[src/capture_timer_pkg.sv]
package capture_timer_pkg;

    // ------------------------------------------------------------
    // register map
    // ------------------------------------------------------------
    localparam logic [15:0] addr_low_match = 16'h7F14;
    localparam logic [15:0] addr_high_match = 16'h7F15;
    localparam logic [15:0] addr_timer_control = 16'h7F16;
    localparam logic [15:0] addr_divider_mode = 16'h7F17;
    localparam logic [7:0] reset_byte = 8'h00;

    // ------------------------------------------------------------
    // field positions
    // ------------------------------------------------------------
    localparam int pos_high_go = 7;
    localparam int pos_high_flag = 6;
    localparam int pos_high_ie = 5;
    localparam int pos_src_hi = 4;
    localparam int pos_src_lo = 3;
    localparam int pos_run = 2;
    localparam int pos_main_flag = 1;
    localparam int pos_main_ie = 0;
    localparam int pos_read_sel = 7;
    localparam int pos_length_sel = 6;
    localparam int pos_capture_en = 5;
    localparam int pos_period_hi = 4;

    // count source encodings
    typedef enum logic [1:0] {
        src_system = 2'b00,
        src_rc = 2'b01,
        src_crystal0 = 2'b10,
        src_crystal1 = 2'b11
    } count_source_t;

    // register bus request carried as one bundle
    typedef struct packed {
        logic [15:0] addr;
        logic [7:0] wdata;
        logic write;
        logic read;
    } bus_req_t;

endpackage : capture_timer_pkg

[src/dual_mode_capture_timer.sv]
// Functional notes
// RL1: two-bit source select picks system, RC, crystal0 or crystal1 as prescaler clock.
// RL2: prescaler counts while run is set, pulses at period match, then clears.
// RL3: low counter advances per prescaler pulse, started and stopped by run bit.
// RL4: high counter runs on run in 16-bit mode, on high-go in 8-bit mode.
// RL5: high counter clocks on low overflow in 16-bit mode, system clock in 8-bit.
// RL6: counters match against buffers, then clear; 16-bit needs all bits; stop clears.
// RL7: buffers follow match registers when stopped, reload at zero when running.
// RL8: software writes match data at most once per match period on slow sources.
// RL9: 16-bit period is (match+1) times (divider+1) times source period.
// RL10: 8-bit low period as above; high period is high match plus one cycles.
// RL11: run cleared halts at zero with buffer following register; set starts counting.
// RL12: main flag sets when running timer returns to zero; software clears it.
// RL13: high flag sets in 8-bit mode when high counter returns to zero.
// RL14: interrupt requested while main enable and main flag are both set.
// RL15: in 8-bit mode interrupt also requested on high enable and high flag.
// RL16: capture enable gates capture of counter data into capture registers.
// RL17: 16-bit mode, rising high flag captures both counter bytes at once.
// RL18: 8-bit mode, high flag captures low byte, main flag captures high byte.
// RL19: read select returns capture registers at the match register addresses.
// RL20: length select one gives two 8-bit counters, zero one 16-bit counter.
// RL21: interrupt request is a level held while any enabled flag is set; the code ignores an enabled high flag in 16-bit mode.
//
// Design decision made here: the address-and-strobe port.
`timescale 1ns/1ps
module dual_mode_capture_timer
    import capture_timer_pkg::*;
(
    input wire logic ref_clk,
    input wire logic reset,
    input wire logic rc_clock,
    input wire logic first_crystal_clock,
    input wire logic second_crystal_clock,
    input wire logic [15:0] bus_addr,
    input wire logic [7:0] bus_wdata,
    input wire logic bus_write,
    input wire logic bus_read,
    output logic [7:0] bus_rdata,
    output logic timer_irq
);

    // ------------------------------------------------------------
    // registers and state
    // ------------------------------------------------------------
    bus_req_t req;
    logic [7:0] low_match_data;
    logic [7:0] high_match_data;
    logic [7:0] timer_control;
    logic [7:0] divider_and_mode_control;
    logic [7:0] low_buffer;
    logic [7:0] high_buffer;
    logic [7:0] low_counter;
    logic [7:0] high_counter;
    logic [4:0] prescaler;
    logic [7:0] low_capture;
    logic [7:0] high_capture;
    logic [2:0] rc_sync;
    logic [2:0] x0_sync;
    logic [2:0] x1_sync;
    logic src_edge;
    logic run;
    logic high_go;
    logic eight_bit;
    logic high_runs;
    logic pre_match;
    logic low_hit;
    logic high_hit;
    logic low_step;
    logic high_step;
    logic main_set;
    logic high_set;
    logic sw_high_set;
    logic sw_main_set;
    logic main_rise;
    logic high_rise;
    logic ctl_write;

    assign req = '{addr: bus_addr, wdata: bus_wdata, write: bus_write, read: bus_read};

    assign run = timer_control[pos_run];
    assign high_go = timer_control[pos_high_go];
    assign eight_bit = divider_and_mode_control[pos_length_sel]; // RL20
    assign high_runs = eight_bit ? high_go : run; // RL4
    assign ctl_write = req.write && (req.addr == addr_timer_control);

    // ------------------------------------------------------------
    // source clock synchronisers and edge pick
    // ------------------------------------------------------------
    // bit 0 is first stage, read only by bit 1
    always_ff @(posedge ref_clk)
    begin
        if (reset)
        begin
            rc_sync <= 3'h0;
            x0_sync <= 3'h0;
            x1_sync <= 3'h0;
        end
        else
        begin
            rc_sync <= {rc_sync[1:0], rc_clock};
            x0_sync <= {x0_sync[1:0], first_crystal_clock};
            x1_sync <= {x1_sync[1:0], second_crystal_clock};
        end
    end

    // rising edge of the selected source, system clock every cycle
    always_comb
    begin
        case (count_source_t'(timer_control[pos_src_hi:pos_src_lo])) // RL1
            src_system: src_edge = 1'b1;
            src_rc: src_edge = rc_sync[1] & ~rc_sync[2];
            src_crystal0: src_edge = x0_sync[1] & ~x0_sync[2];
            src_crystal1: src_edge = x1_sync[1] & ~x1_sync[2];
            default: src_edge = 1'b0;
        endcase
    end

    // ------------------------------------------------------------
    // prescaler
    // ------------------------------------------------------------
    assign pre_match = run && src_edge
        && (prescaler == divider_and_mode_control[pos_period_hi:0]); // RL2

    // a period lowered mid-count runs on to the wrap before it matches again
    always_ff @(posedge ref_clk)
    begin
        if (reset || !run)
            prescaler <= 5'h00; // RL2
        else if (pre_match)
            prescaler <= 5'h00; // RL2
        else if (src_edge)
            prescaler <= prescaler + 5'h01; // RL2
    end

    // ------------------------------------------------------------
    // counters and match detection
    // ------------------------------------------------------------
    // 16-bit mode needs both bytes equal to the buffers
    assign low_hit = eight_bit ? (low_counter == low_buffer)
        : ({high_counter, low_counter} == {high_buffer, low_buffer}); // RL6 RL9
    assign high_hit = high_counter == high_buffer; // RL6
    assign low_step = run && pre_match; // RL3
    // low overflow steps the high byte in 16-bit mode, system clock in 8-bit
    assign high_step = high_runs && (eight_bit ? 1'b1
        : (low_step && (low_counter == low_buffer))); // RL5 RL10

    // 16-bit wrap clears only on the full compare; the low byte rolls over
    always_ff @(posedge ref_clk)
    begin
        if (reset || !run)
            low_counter <= 8'h00; // RL11
        else if (low_step && low_hit)
            low_counter <= 8'h00; // RL6
        else if (low_step)
            low_counter <= low_counter + 8'h01; // RL3
    end

    always_ff @(posedge ref_clk)
    begin
        if (reset || !high_runs)
            high_counter <= 8'h00; // RL4
        else if (high_step && (eight_bit ? high_hit : low_hit))
            high_counter <= 8'h00; // RL6
        else if (high_step)
            high_counter <= high_counter + 8'h01; // RL5
    end

    // ------------------------------------------------------------
    // match buffers
    // ------------------------------------------------------------
    // stopped: follow register; running: reload when the count sits at zero
    always_ff @(posedge ref_clk)
    begin
        if (reset)
            low_buffer <= reset_byte;
        else if (!run || low_counter == 8'h00)
            low_buffer <= low_match_data; // RL7
    end

    always_ff @(posedge ref_clk)
    begin
        if (reset)
            high_buffer <= reset_byte;
        else if (!high_runs || high_counter == 8'h00)
            high_buffer <= high_match_data; // RL7
    end

    // full wrap: 16-bit whole wrap or 8-bit low wrap sets main flag
    assign main_set = low_step && low_hit; // RL12
    assign high_set = eight_bit && high_go && high_step && high_hit; // RL13
    assign sw_high_set = ctl_write && req.wdata[pos_high_flag];
    assign sw_main_set = ctl_write && req.wdata[pos_main_flag];
    assign main_rise = !timer_control[pos_main_flag] && (main_set || sw_main_set);
    assign high_rise = !timer_control[pos_high_flag] && (high_set || sw_high_set);

    // ------------------------------------------------------------
    // register writes and flags
    // ------------------------------------------------------------
    // hardware set wins over a software clear in the same cycle
    always_ff @(posedge ref_clk)
    begin
        if (reset)
            timer_control <= reset_byte;
        else
        begin
            if (ctl_write)
                timer_control <= req.wdata;
            if (main_set)
                timer_control[pos_main_flag] <= 1'b1; // RL12
            if (high_set)
                timer_control[pos_high_flag] <= 1'b1; // RL13
        end
    end

    // match data land at once; the buffers decide when they take effect
    always_ff @(posedge ref_clk)
    begin
        if (reset)
        begin
            low_match_data <= reset_byte;
            high_match_data <= reset_byte;
            divider_and_mode_control <= reset_byte;
        end
        else if (req.write)
        begin
            if (req.addr == addr_low_match)
                low_match_data <= req.wdata;
            if (req.addr == addr_high_match)
                high_match_data <= req.wdata;
            if (req.addr == addr_divider_mode)
                divider_and_mode_control <= req.wdata;
        end
    end

    // ------------------------------------------------------------
    // capture
    // ------------------------------------------------------------
    // captures follow a flag's rising edge; a flag already set captures nothing
    always_ff @(posedge ref_clk)
    begin
        if (reset)
        begin
            low_capture <= reset_byte;
            high_capture <= reset_byte;
        end
        else if (divider_and_mode_control[pos_capture_en]) // RL16
        begin
            if (high_rise)
                low_capture <= low_counter; // RL17 RL18
            if (eight_bit ? main_rise : high_rise)
                high_capture <= high_counter; // RL17 RL18
        end
    end

    // ------------------------------------------------------------
    // read path and interrupt
    // ------------------------------------------------------------
    // read data live for one cycle only; idle cycles return zero
    always_ff @(posedge ref_clk)
    begin
        if (reset)
            bus_rdata <= 8'h00;
        else if (req.read)
        begin
            case (req.addr)
                addr_low_match: bus_rdata <= divider_and_mode_control[pos_read_sel]
                    ? low_capture : low_match_data; // RL19
                addr_high_match: bus_rdata <= divider_and_mode_control[pos_read_sel]
                    ? high_capture : high_match_data; // RL19
                addr_timer_control: bus_rdata <= timer_control;
                addr_divider_mode: bus_rdata <= divider_and_mode_control;
                default: bus_rdata <= 8'h00;
            endcase
        end
        else
            bus_rdata <= 8'h00;
    end

    // level request, one cycle behind the flags
    always_ff @(posedge ref_clk)
    begin
        if (reset)
            timer_irq <= 1'b0;
        else
            timer_irq <= (timer_control[pos_main_ie] && timer_control[pos_main_flag]) // RL14
                || (eight_bit && timer_control[pos_high_ie]
                && timer_control[pos_high_flag]); // RL15 RL21
    end
endmodule : dual_mode_capture_timer

[config.mk]
export PLATFORM = sky130hd
export DESIGN_NAME = dual_mode_capture_timer
export DESIGN_NICKNAME = d
export VERILOG_FILES = /design/src/capture_timer_pkg.sv /design/src/dual_mode_capture_timer.sv
export SDC_FILE = /design/constraint.sdc
export NUM_CORES = 1
export LEC_CHECK = 0
export ABC_AREA = 1
export BUFFER_PORTS_ARGS = -buffer_cell sky130_fd_sc_hd__clkbuf_2
export CAP_MARGIN = 15
export CORE_MARGIN = 4
export CORE_UTILIZATION = 50
export CTS_BUF_LIST = sky130_fd_sc_hd__clkbuf_4
export DETAILED_ROUTE_END_ITERATION = 7
export GPL_TIMING_DRIVEN = 0
export HOLD_SLACK_MARGIN = 0.02
export PLACE_DENSITY = 0.68
export SLEW_MARGIN = 0
export SYNTH_ARGS = -nofsm -noshare
export SYNTH_HDL_FRONTEND = slang
export SYNTH_SLANG_ARGS = --single-unit
export TNS_END_PERCENT = 20
[constraint.sdc]
create_clock -name ref_clk -period 1.95 [get_ports ref_clk]
set_clock_uncertainty 0.05 [all_clocks]
set_input_delay 0.0975 -clock ref_clk [delete_from_list [all_inputs] [get_ports ref_clk]]
set_output_delay 0.0975 -clock ref_clk [all_outputs]
set_load 0.01 [all_outputs]
Yosys cells after proc, flatten, opt, wreduce, memory -nomap -nowiden
Index checks and enable logic that the tools add are counted.

operators by class
  bitwise logic cells = 7
  reduce and logical (&&, ||, !) cells = 43
  eq/ne operators = 11
  add/sub/neg operators = 3
  multiplexer cells = 12

operator list
  cell                  count
  $eq 16x15->1 const B  4
  $pmux 8 s4            1
  $logic_and 1x1->1     18
  $add 8x1->8 const B   2
  $eq 16x16->1          1
  $eq 8x8->1            2
  $logic_not 8->1       2
  $mux 8                2
  $reduce_and 2->1      5
  $reduce_or 2->1       4
  $logic_or 1x1->1      7
  $mux 1                7
  $mux 7                1
  $add 5x1->5 const B   1
  $eq 5x5->1            1
  $eq 2x2->1 const B    2
  $logic_not 1->1       4
  $not 1->1             4
  $pmux 1 s4            1
  $reduce_bool 2->1     2
  $and 1x1->1           3
  $eq 2x1->1 const B    1
  $logic_not 2->1       1

word-level totals
  bits in registers = 103
  input bits = 31

Logic depth before layout (Yosys ltp)
Gate-level depths: netlist of the first run.

  word-level depth = 15
  gate-level depth with buffers = 16
  mapped depth without buffers = 14

Worst setup path after synthesis of the first run
OpenSTA, ideal clock, no wires.

  kind = register to register
  start point = register prescaler[0]
  end point = register high_capture[7]
  required time = 1.787 ns
  setup slack = 0.311 ns
  data arrival time = 1.475 ns
  cell stages (with the launch flop) = 15
  clock period less this slack = 1.639 ns
  cell sequence = dfxtp_1 > inv_2 > nand2_1 > nand2_1 > nor2_2 > nand3_1 > nor2_4 > nand3_2 > nand2_2 > nand2_2 > nand2_4 > buf_12 > nand3_2 > nand2_1 > nor2_2

on the way
  cells in the longest elaborated chain, start to end = 12
  elaborated cells between the ends (all ways) = 15
  those cells by class = eq/ne: 1; mux: 2; reduce/logical: 12

ends and longest elaborated chain
  what                                   RTL line                        source
  start: declaration                     dual_mode_capture_timer.sv:54   logic [4:0] prescaler;
  start signal: assignment               dual_mode_capture_timer.sv:132  prescaler <= prescaler + 5'h01;
  $eq 5x5->1 (*)                         dual_mode_capture_timer.sv:122  && (prescaler == divider_and_mode_control[pos_period_hi:0]);
  $logic_and 1x1->1 (*)                  dual_mode_capture_timer.sv:122
  $logic_and 1x1->1 (*)                  dual_mode_capture_timer.sv:142  assign low_step = run && pre_match;
  $logic_and 1x1->1                      dual_mode_capture_timer.sv:145  : (low_step && (low_counter == low_buffer)));
  $mux 1                                 dual_mode_capture_timer.sv:144  assign high_step = high_runs && (eight_bit ? 1'b1
  $logic_and 1x1->1                      dual_mode_capture_timer.sv:144
  $logic_and 1x1->1 (2 in series)        dual_mode_capture_timer.sv:190  assign high_set = eight_bit && high_go && high_step && high_hit;
  $logic_or 1x1->1                       dual_mode_capture_timer.sv:194  assign high_rise = !timer_control[pos_high_flag] && (high_set || sw_high_set);
  $logic_and 1x1->1                      dual_mode_capture_timer.sv:194
  $mux 1 (*)                             dual_mode_capture_timer.sv:250  if (eight_bit ? main_rise : high_rise)
  $reduce_and 2->1 (no source line) (*)  --
  end signal: assignment                 dual_mode_capture_timer.sv:244  high_capture <= reset_byte;
  end signal: assignment                 dual_mode_capture_timer.sv:251  high_capture <= high_counter;
  end: declaration                       dual_mode_capture_timer.sv:56   logic [7:0] high_capture;

Mark *: on every way between the ends. The rest lies on a longest branch, timed or not.
A chain may end at the register's enable or synchronous reset.

Worst setup path in the final report of the first run
  start point = register high_counter[0]
  end point = register high_buffer[5]

on the way
  cells in the longest elaborated chain, start to end = 2

ends and longest elaborated chain
  what                      RTL line                        source
  start: declaration        dual_mode_capture_timer.sv:53   logic [7:0] high_counter;
  start signal: assignment  dual_mode_capture_timer.sv:165  high_counter <= high_counter + 8'h01;
  $logic_not 8->1           dual_mode_capture_timer.sv:184  else if (!high_runs || high_counter == 8'h00)
  $logic_or 1x1->1          dual_mode_capture_timer.sv:184
  end signal: assignment    dual_mode_capture_timer.sv:183  high_buffer <= reset_byte;
  end signal: assignment    dual_mode_capture_timer.sv:185  high_buffer <= high_match_data;
  end: declaration          dual_mode_capture_timer.sv:51   logic [7:0] high_buffer;

No other way between the ends.

==> results.json, run 1 <==
{
  "clkLatencyLatePin_ns": 0.48,
  "cts.clk_slew.worst_paths_ns": 0.17,
  "syn-num-nets": 696,
  "postRouteAntennaNets": 0,
  "synthCells": 660,
  "crit_buf_inv": 2,
  "worst-path-max-fanout": 10,
  "io_pins": 40,
  "tns_ns": 0,
  "start_kind": "flip-flop",
  "ys_ff_latch": 103,
  "core-area_um2": 9330,
  "dieWidth_um": 106,
  "drive_above_1_share": 0.189,
  "cp.arrival_ns": 2.21,
  "critical-path-max-stage-delay_ns": 0.43,
  "layout_common_cells": "120 x nand2_1, 90 x inv_1, 88 x dfxtp_1",
  "status": "complete, no violations",
  "row_count": 35,
  "worstSetupPathType": "reg2reg",
  "p_total_mw": 3.55,
  "synth_area_um2": 4820,
  "nets": 766,
  "finalCritPeriodShare": 0.946,
  "rsz0062_at_grt": "true",
  "yosysSeqAreaShare": 0.428,
  "htree_levels": 3,
  "rr_startpoint": "high_counter[0]",
  "wl_um": 12300,
  "synth.distinct_cells": 41,
  "cts_root_buffer": "clkbuf_4",
  "clock.fmax_mhz": 542,
  "hold_start": "bus_read",
  "hold_depth": 3,
  "endpoint_kind": "flip-flop",
  "cts_tree": "built",
  "hold_end": "bus_rdata[0]",
  "r2r_slack_ns": 0.10,
  "grt_max_degree": 19,
  "hold_class": "in2reg",
  "clockBufferDepth": 2,
  "layout_commonest_cell": "nand2_1",
  "io_buffers": 38,
  "wl_per_cell_um": 14.2,
  "grt_pass1_wl_um": 20100,
  "period_needed_ns": 1.85,
  "cts.sinks": 103,
  "critPathTopFamily": "compound AO/OA/AOI/OAI gates",
  "die_h_um": 106,
  "yosysWarnings": 0,
  "vias": 4465,
  "slowest_stage": "o41ai_4",
  "drtIter0Drc": 318,
  "die_area_um2": 11300,
  "worst-r2r-cell-count": 7,
  "cap_violations": 0,
  "path_depth": 7,
  "place_congestion": 0.948,
  "crit_chain": "inv_1, ha_1, nand4_1, o41ai_4, buf_4, o21ai_0, a21oi_1",
  "hold_violations": 0,
  "cts_buffers": 9,
  "worstPathRequired_ns": 2.31,
  "drv_slew": 0,
  "worst_slew_pin_slew_ns": 0.609,
  "dp_hpwl_um": 9090,
  "vias_per_cell": 5.17,
  "p_per_area_nw_per_um2": 630,
  "fillers": 837,
  "overflow": 0,
  "max-slew-margin-rel": 0.594,
  "antenna_found_initial": 0,
  "fin_util": 0.605,
  "vdd_drop_max_mv": 0.419,
  "syn_avg_cell_area_um2": 7.31,
  "finalSetupViolCount": 0,
  "diodes": 0,
  "worstReg2RegEnd": "high_buffer[5]",
  "dr.pass1.iters": 5,
  "grt_usage": 0.223,
  "start_util": 0.517,
  "leakage_nw": 2.27,
  "drc": 0,
  "first_global_vias": 4193,
  "syn2layout_area_growth_pct": 17.0
}
[metrics by stage]
| stage | instance area (µm²) | setup WS, ns | hold slack, ns | std cells |
|---|---|---|---|---|
| 2_1_floorplan | 4820 | 0.311 | 0.154 | 660 |
| 3_3_place_gp | 5170 | -0.0211 | 0.249 | 827 |
| 3_5_place_dp | 5170 | -0.0282 | 0.247 | 827 |
| 4_1_cts | 5500 | 0.0186 | 0.0527 | 859 |
| 5_1_grt | 5640 | -0.0240 | 0.0933 | 864 |
| 6_report | 5640 | 0.105 | 0.0704 | 864 |
[state kept, by name, summed over array words and instances, names as in the netlist, 5 cells and up]
| register | flops |
|---|---|
| timer_control | 8 |
| high_match_data | 8 |
| divider_and_mode_control | 8 |
| bus_rdata | 8 |
| high_counter | 8 |
| high_capture | 8 |
| high_buffer | 8 |
| low_capture | 8 |
| prescaler | 5 |
| low_counter | 8 |
| low_buffer | 8 |
| low_match_data | 8 |
[layer usage]
layer	up-vias	global-route usage	routed length (µm)
met5	-	0	0
met4	0	0.0703	255
met3	23	0.0607	1080
met2	149	0.348	5410
met1	2011	0.300	5530
li1	2282	-	-
[synth_stat cells]
| library cell | instances | area (µm²) |
|---|---|---|
| nand2_4 | 2 | 22.5 |
| nor2_1 | 78 | 293 |
| o21a_1 | 2 | 15.0 |
| a31oi_1 | 5 | 31.3 |
| o21ai_2 | 1 | 8.76 |
| nor3b_1 | 1 | 7.51 |
| nor2_4 | 1 | 11.3 |
| clkbuf_2 | 1 | 5.00 |
| nand2_1 | 122 | 458 |
| o21bai_1 | 2 | 15.0 |
| o21ai_0 | 41 | 205 |
| nand3_1 | 16 | 80.1 |
| xor2_1 | 12 | 105 |
| or2_2 | 1 | 6.26 |
| nand4_1 | 10 | 62.6 |
| o211ai_1 | 5 | 37.5 |
| nor2_2 | 4 | 25.0 |
| nand2_2 | 4 | 25.0 |
| inv_1 | 91 | 342 |
| a21oi_1 | 56 | 280 |
| nor3_1 | 9 | 45.0 |
| a211oi_1 | 24 | 180 |
| inv_2 | 11 | 41.3 |
| ha_1 | 5 | 62.6 |
| buf_6 | 1 | 11.3 |
| nand3_4 | 1 | 17.5 |
| o41ai_2 | 1 | 16.3 |
| o22ai_1 | 10 | 62.6 |
| clkbuf_1 | 12 | 45.0 |
| nor3b_2 | 1 | 12.5 |
| buf_12 | 1 | 20.0 |
| xnor2_1 | 4 | 35.0 |
| nand3_2 | 3 | 30.0 |
| buf_4 | 1 | 7.51 |
| buf_8 | 1 | 15.0 |
| a31o_1 | 1 | 8.76 |
| dfxtp_1 | 103 | 2060 |
| buf_2 | 5 | 25.0 |
| a21oi_2 | 9 | 78.8 |
| nor4_1 | 1 | 6.26 |
| buf_1 | 1 | 3.75 |
[cells by family (layout without fill, tap and decap cells)]
| group | Yosys count | after routing | synth area share |
|---|---|---|---|
| adders and majority gates | 5 | 5 | 0.0130 |
| xor gates and xnor gates | 16 | 16 | 0.0291 |
| buffers and inverters | 125 | 200 | 0.107 |
| AOI/OAI and AO/OA | 157 | 157 | 0.195 |
| and+or+nand+nor | 254 | 254 | 0.229 |
| DFF | 103 | 103 | 0.428 |
[tightest hold or removal path: cells and delay by family]
family	cells	cell delay, ns
and+or+nand+nor	2	0.38
buffers and inverters	1	0.09
[power by group]
| part | internal (mW) | switching (mW) |
|---|---|---|
| sequential | 2.11 | 0.00242 |
| clock | 0.536 | 0.760 |
| combinational | 0.0552 | 0.0858 |
| total | 2.70 | 0.848 |
[final cells by class]
type / count / area [µm²] / area share
repair buffers: 60 / 404 / 0.0716
plain buffers: 22 / 144 / 0.0255
flip-flops and latches: 103 / 2080 / 0.369
multi-input cells: 432 / 2290 / 0.406
clock buffers: 9 / 67.6 / 0.0120
well taps: 129 / 161 / 0.0286
clock inverters: 7 / 104 / 0.0184
inverters: 102 / 388 / 0.0687
[how the worst max path moves through the flow]
stage | from | end | slack [ns]
final | high_counter[0] | high_buffer[5] | 0.10
after global placement | timer_control[2] | high_capture[7] | -0.02
after CTS | high_counter[2] | high_capture[7] | 0.02
after floorplan | prescaler[0] | high_capture[7] | 0.31
after detailed placement | timer_control[2] | high_capture[7] | -0.03
after global routing | high_counter[2] | high_capture[2] | -0.02
[repair_timing]
action	CTS	global route
hold buffers	11	0
pin swaps	3	7
resized for setup	3	38
buffers inserted	5	5
endpoints found under the hold margin	33	0
cloned	0	1
endpoints found under the setup margin	4	37
No activity file was read; power rests on OpenSTA's default activity.
==> run 2, diff against run 1 <==
--- a/config.mk
+++ b/config.mk
@@ -8,13 +8,14 @@
 export ABC_AREA = 1
 export BUFFER_PORTS_ARGS = -buffer_cell sky130_fd_sc_hd__clkbuf_2
 export CAP_MARGIN = 15
+export CORE_ASPECT_RATIO = 0.5
 export CORE_MARGIN = 4
-export CORE_UTILIZATION = 50
+export CORE_UTILIZATION = 45
 export CTS_BUF_LIST = sky130_fd_sc_hd__clkbuf_4
 export DETAILED_ROUTE_END_ITERATION = 7
 export GPL_TIMING_DRIVEN = 0
 export HOLD_SLACK_MARGIN = 0.02
-export PLACE_DENSITY = 0.68
+export PLACE_DENSITY = 0.62
 export SLEW_MARGIN = 0
 export SYNTH_ARGS = -nofsm -noshare
 export SYNTH_HDL_FRONTEND = slang
==> results.json, run 2 (synthesized netlist as in run 1, its figures left out) <==
{
  "finalSetupViolCount": 0,
  "start_kind": "flip-flop",
  "cts.clk_slew.worst_paths_ns": 0.16,
  "worst-r2r-cell-count": 11,
  "hold_class": "in2reg",
  "vias": 4444,
  "power_frac_clock": 0.335,
  "start_util": 0.468,
  "row_count": 26,
  "pwr-share-comb": 0.041,
  "die_area_um2": 12500,
  "finalCritPeriodShare": 0.987,
  "overflow": 0,
  "vdd_drop_max_mv": 0.268,
  "seq_area_um2": 2080,
  "grt_max_degree": 16,
  "dp_hpwl_um": 9600,
  "placed_cells": 838,
  "p_per_area_nw_per_um2": 598,
  "max-slew-margin-rel": 0.654,
  "postRouteAntennaNets": 0,
  "hold_violations": 0,
  "clkLatencyLatePin_ns": 0.48,
  "worstSetupPathType": "reg2reg",
  "place_congestion": 0.941,
  "die_h_um": 81.2,
  "p_total_mw": 3.39,
  "vias_per_cell": 5.07,
  "cts_tree": "built",
  "grt_usage": 0.209,
  "status": "complete, no violations",
  "drv_slew": 0,
  "core-area_um2": 10300,
  "instances_no_fill": 876,
  "worst_slew_pin_slew_ns": 0.519,
  "rsz0062_at_grt": "true",
  "drive_above_1_share": 0.190,
  "p_sw_frac": 0.234,
  "htree_levels": 3,
  "wl_um": 13000,
  "first_global_vias": 3881,
  "io_buffers": 38,
  "antenna_found_initial": 0,
  "io_pins": 40,
  "cts_root_buffer": "clkbuf_4",
  "cts_buffers": 9,
  "worstPathRequired_ns": 2.32,
  "tns_ns": 0,
  "power.internal_mw": 2.59,
  "dr.pass1.iters": 5,
  "hold_depth": 3,
  "dieWidth_um": 154,
  "multi_input_area_um2": 2330,
  "layout_commonest_cell": "nand2_1",
  "power_frac_seq": 0.624,
  "drc": 0,
  "p_sw_mw": 0.792,
  "syn2layout_area_growth_pct": 17.5,
  "wl_per_cell_um": 14.8,
  "worst-path-max-fanout": 8,
  "fillers": 989,
  "drtIter0Drc": 350,
  "period_needed_ns": 1.92,
  "cp.arrival_ns": 2.29,
  "clock.fmax_mhz": 520,
  "worst_hold_slack_ns": 0.0418,
  "nets": 767,
  "leakage_nw": 2.30,
  "endpoint_kind": "flip-flop",
  "cap_violations": 0,
  "layout_common_cells": "117 x nand2_1, 89 x inv_1, 89 x dfxtp_1",
  "grt_pass1_wl_um": 20500,
  "cts.sinks": 103,
  "clockBufferDepth": 2,
  "diodes": 0
}
[run 2: cell count changes in the layout (fill, tap and decap cells not counted), sizes merged]
| cell | change |
|---|---|
| clkbuf | +5 |
| bufinv | -1 |
| inv | -2 |
| buf | -1 |
| clkinvlp | +1 |
| clkinv | -1 |
[run 2: layer usage]
layer | wire [µm] | part of all wire | global-route usage | vias to the layer above
met5 | 0 | 0 | 0 | -
met4 | 158 | 0.012 | 0.0388 | 0
met3 | 939 | 0.072 | 0.0569 | 17
met2 | 5280 | 0.41 | 0.309 | 119
met1 | 6580 | 0.51 | 0.306 | 2025
li1 | - | - | - | 2283
[run 2: area by class of cell]
class | count | share of cell area
Sequential cell | 103 | 0.368
Clock buffer | 12 | 0.0159
Multi-Input combinational cell | 432 | 0.412
Timing Repair Buffer | 60 | 0.0720
Inverter | 102 | 0.0676
Clock inverter | 4 | 0.00817
Tap cell | 140 | 0.0309
Buffer | 23 | 0.0258
[run 2: stage by stage]
stage,worst slack [ns],utilization,cell area [µm²]
2_1_floorplan,0.311,-,4820
3_3_place_gp,-0.0803,0.503,5190
3_5_place_dp,-0.0884,0.503,5190
4_1_cts,0.00451,0.530,5460
5_1_grt,-0.0592,0.550,5670
6_report,0.0252,0.550,5670
[run 2: critical path: stages, from the launching register on]
cell and delay (ns):
dfxtp_1 0.46, inv_2 0.10, nand2_1 0.07, nand2_1 0.04, nand2_1 0.07, nor2_2 0.04, nand2_2 0.11, nand2_1 0.11
nand3_4 0.13, nand2_1 0.28, a31o_1 0.29, a21oi_1 0.11
[run 2: what timing repair did]
| item | 4_1_cts | 5_1_grt |
|---|---|---|
| buffers inserted | 1 | 9 |
| hold buffers | 11 | 0 |
| gates cloned | 0 | 1 |
| endpoints found under the hold margin | 33 | 0 |
| pin swaps | 1 | 13 |
| setup endpoints to repair | 19 | 28 |
| resized for setup | 8 | 38 |
[run 2: worst paths after layout]
check | start | to | slack, ns
max reg2reg | high_counter[5] | low_counter[6] | 0.03
min | bus_read | bus_rdata[6] | 0.04
min reg2reg | rc_sync[0] | rc_sync[1] | 0.37
max | high_counter[5] | low_counter[6] | 0.03
[run 2: power groups by stage]
stage	sequential [mW]	clock, mW	combinational [mW]
after detailed placement	2.16	0	0.120
after global routing	2.11	1.24	0.153
final	2.11	1.13	0.140
after global placement	2.16	0	0.118
after floorplan	2.16	0	0.0556
after CTS	2.11	1.16	0.137
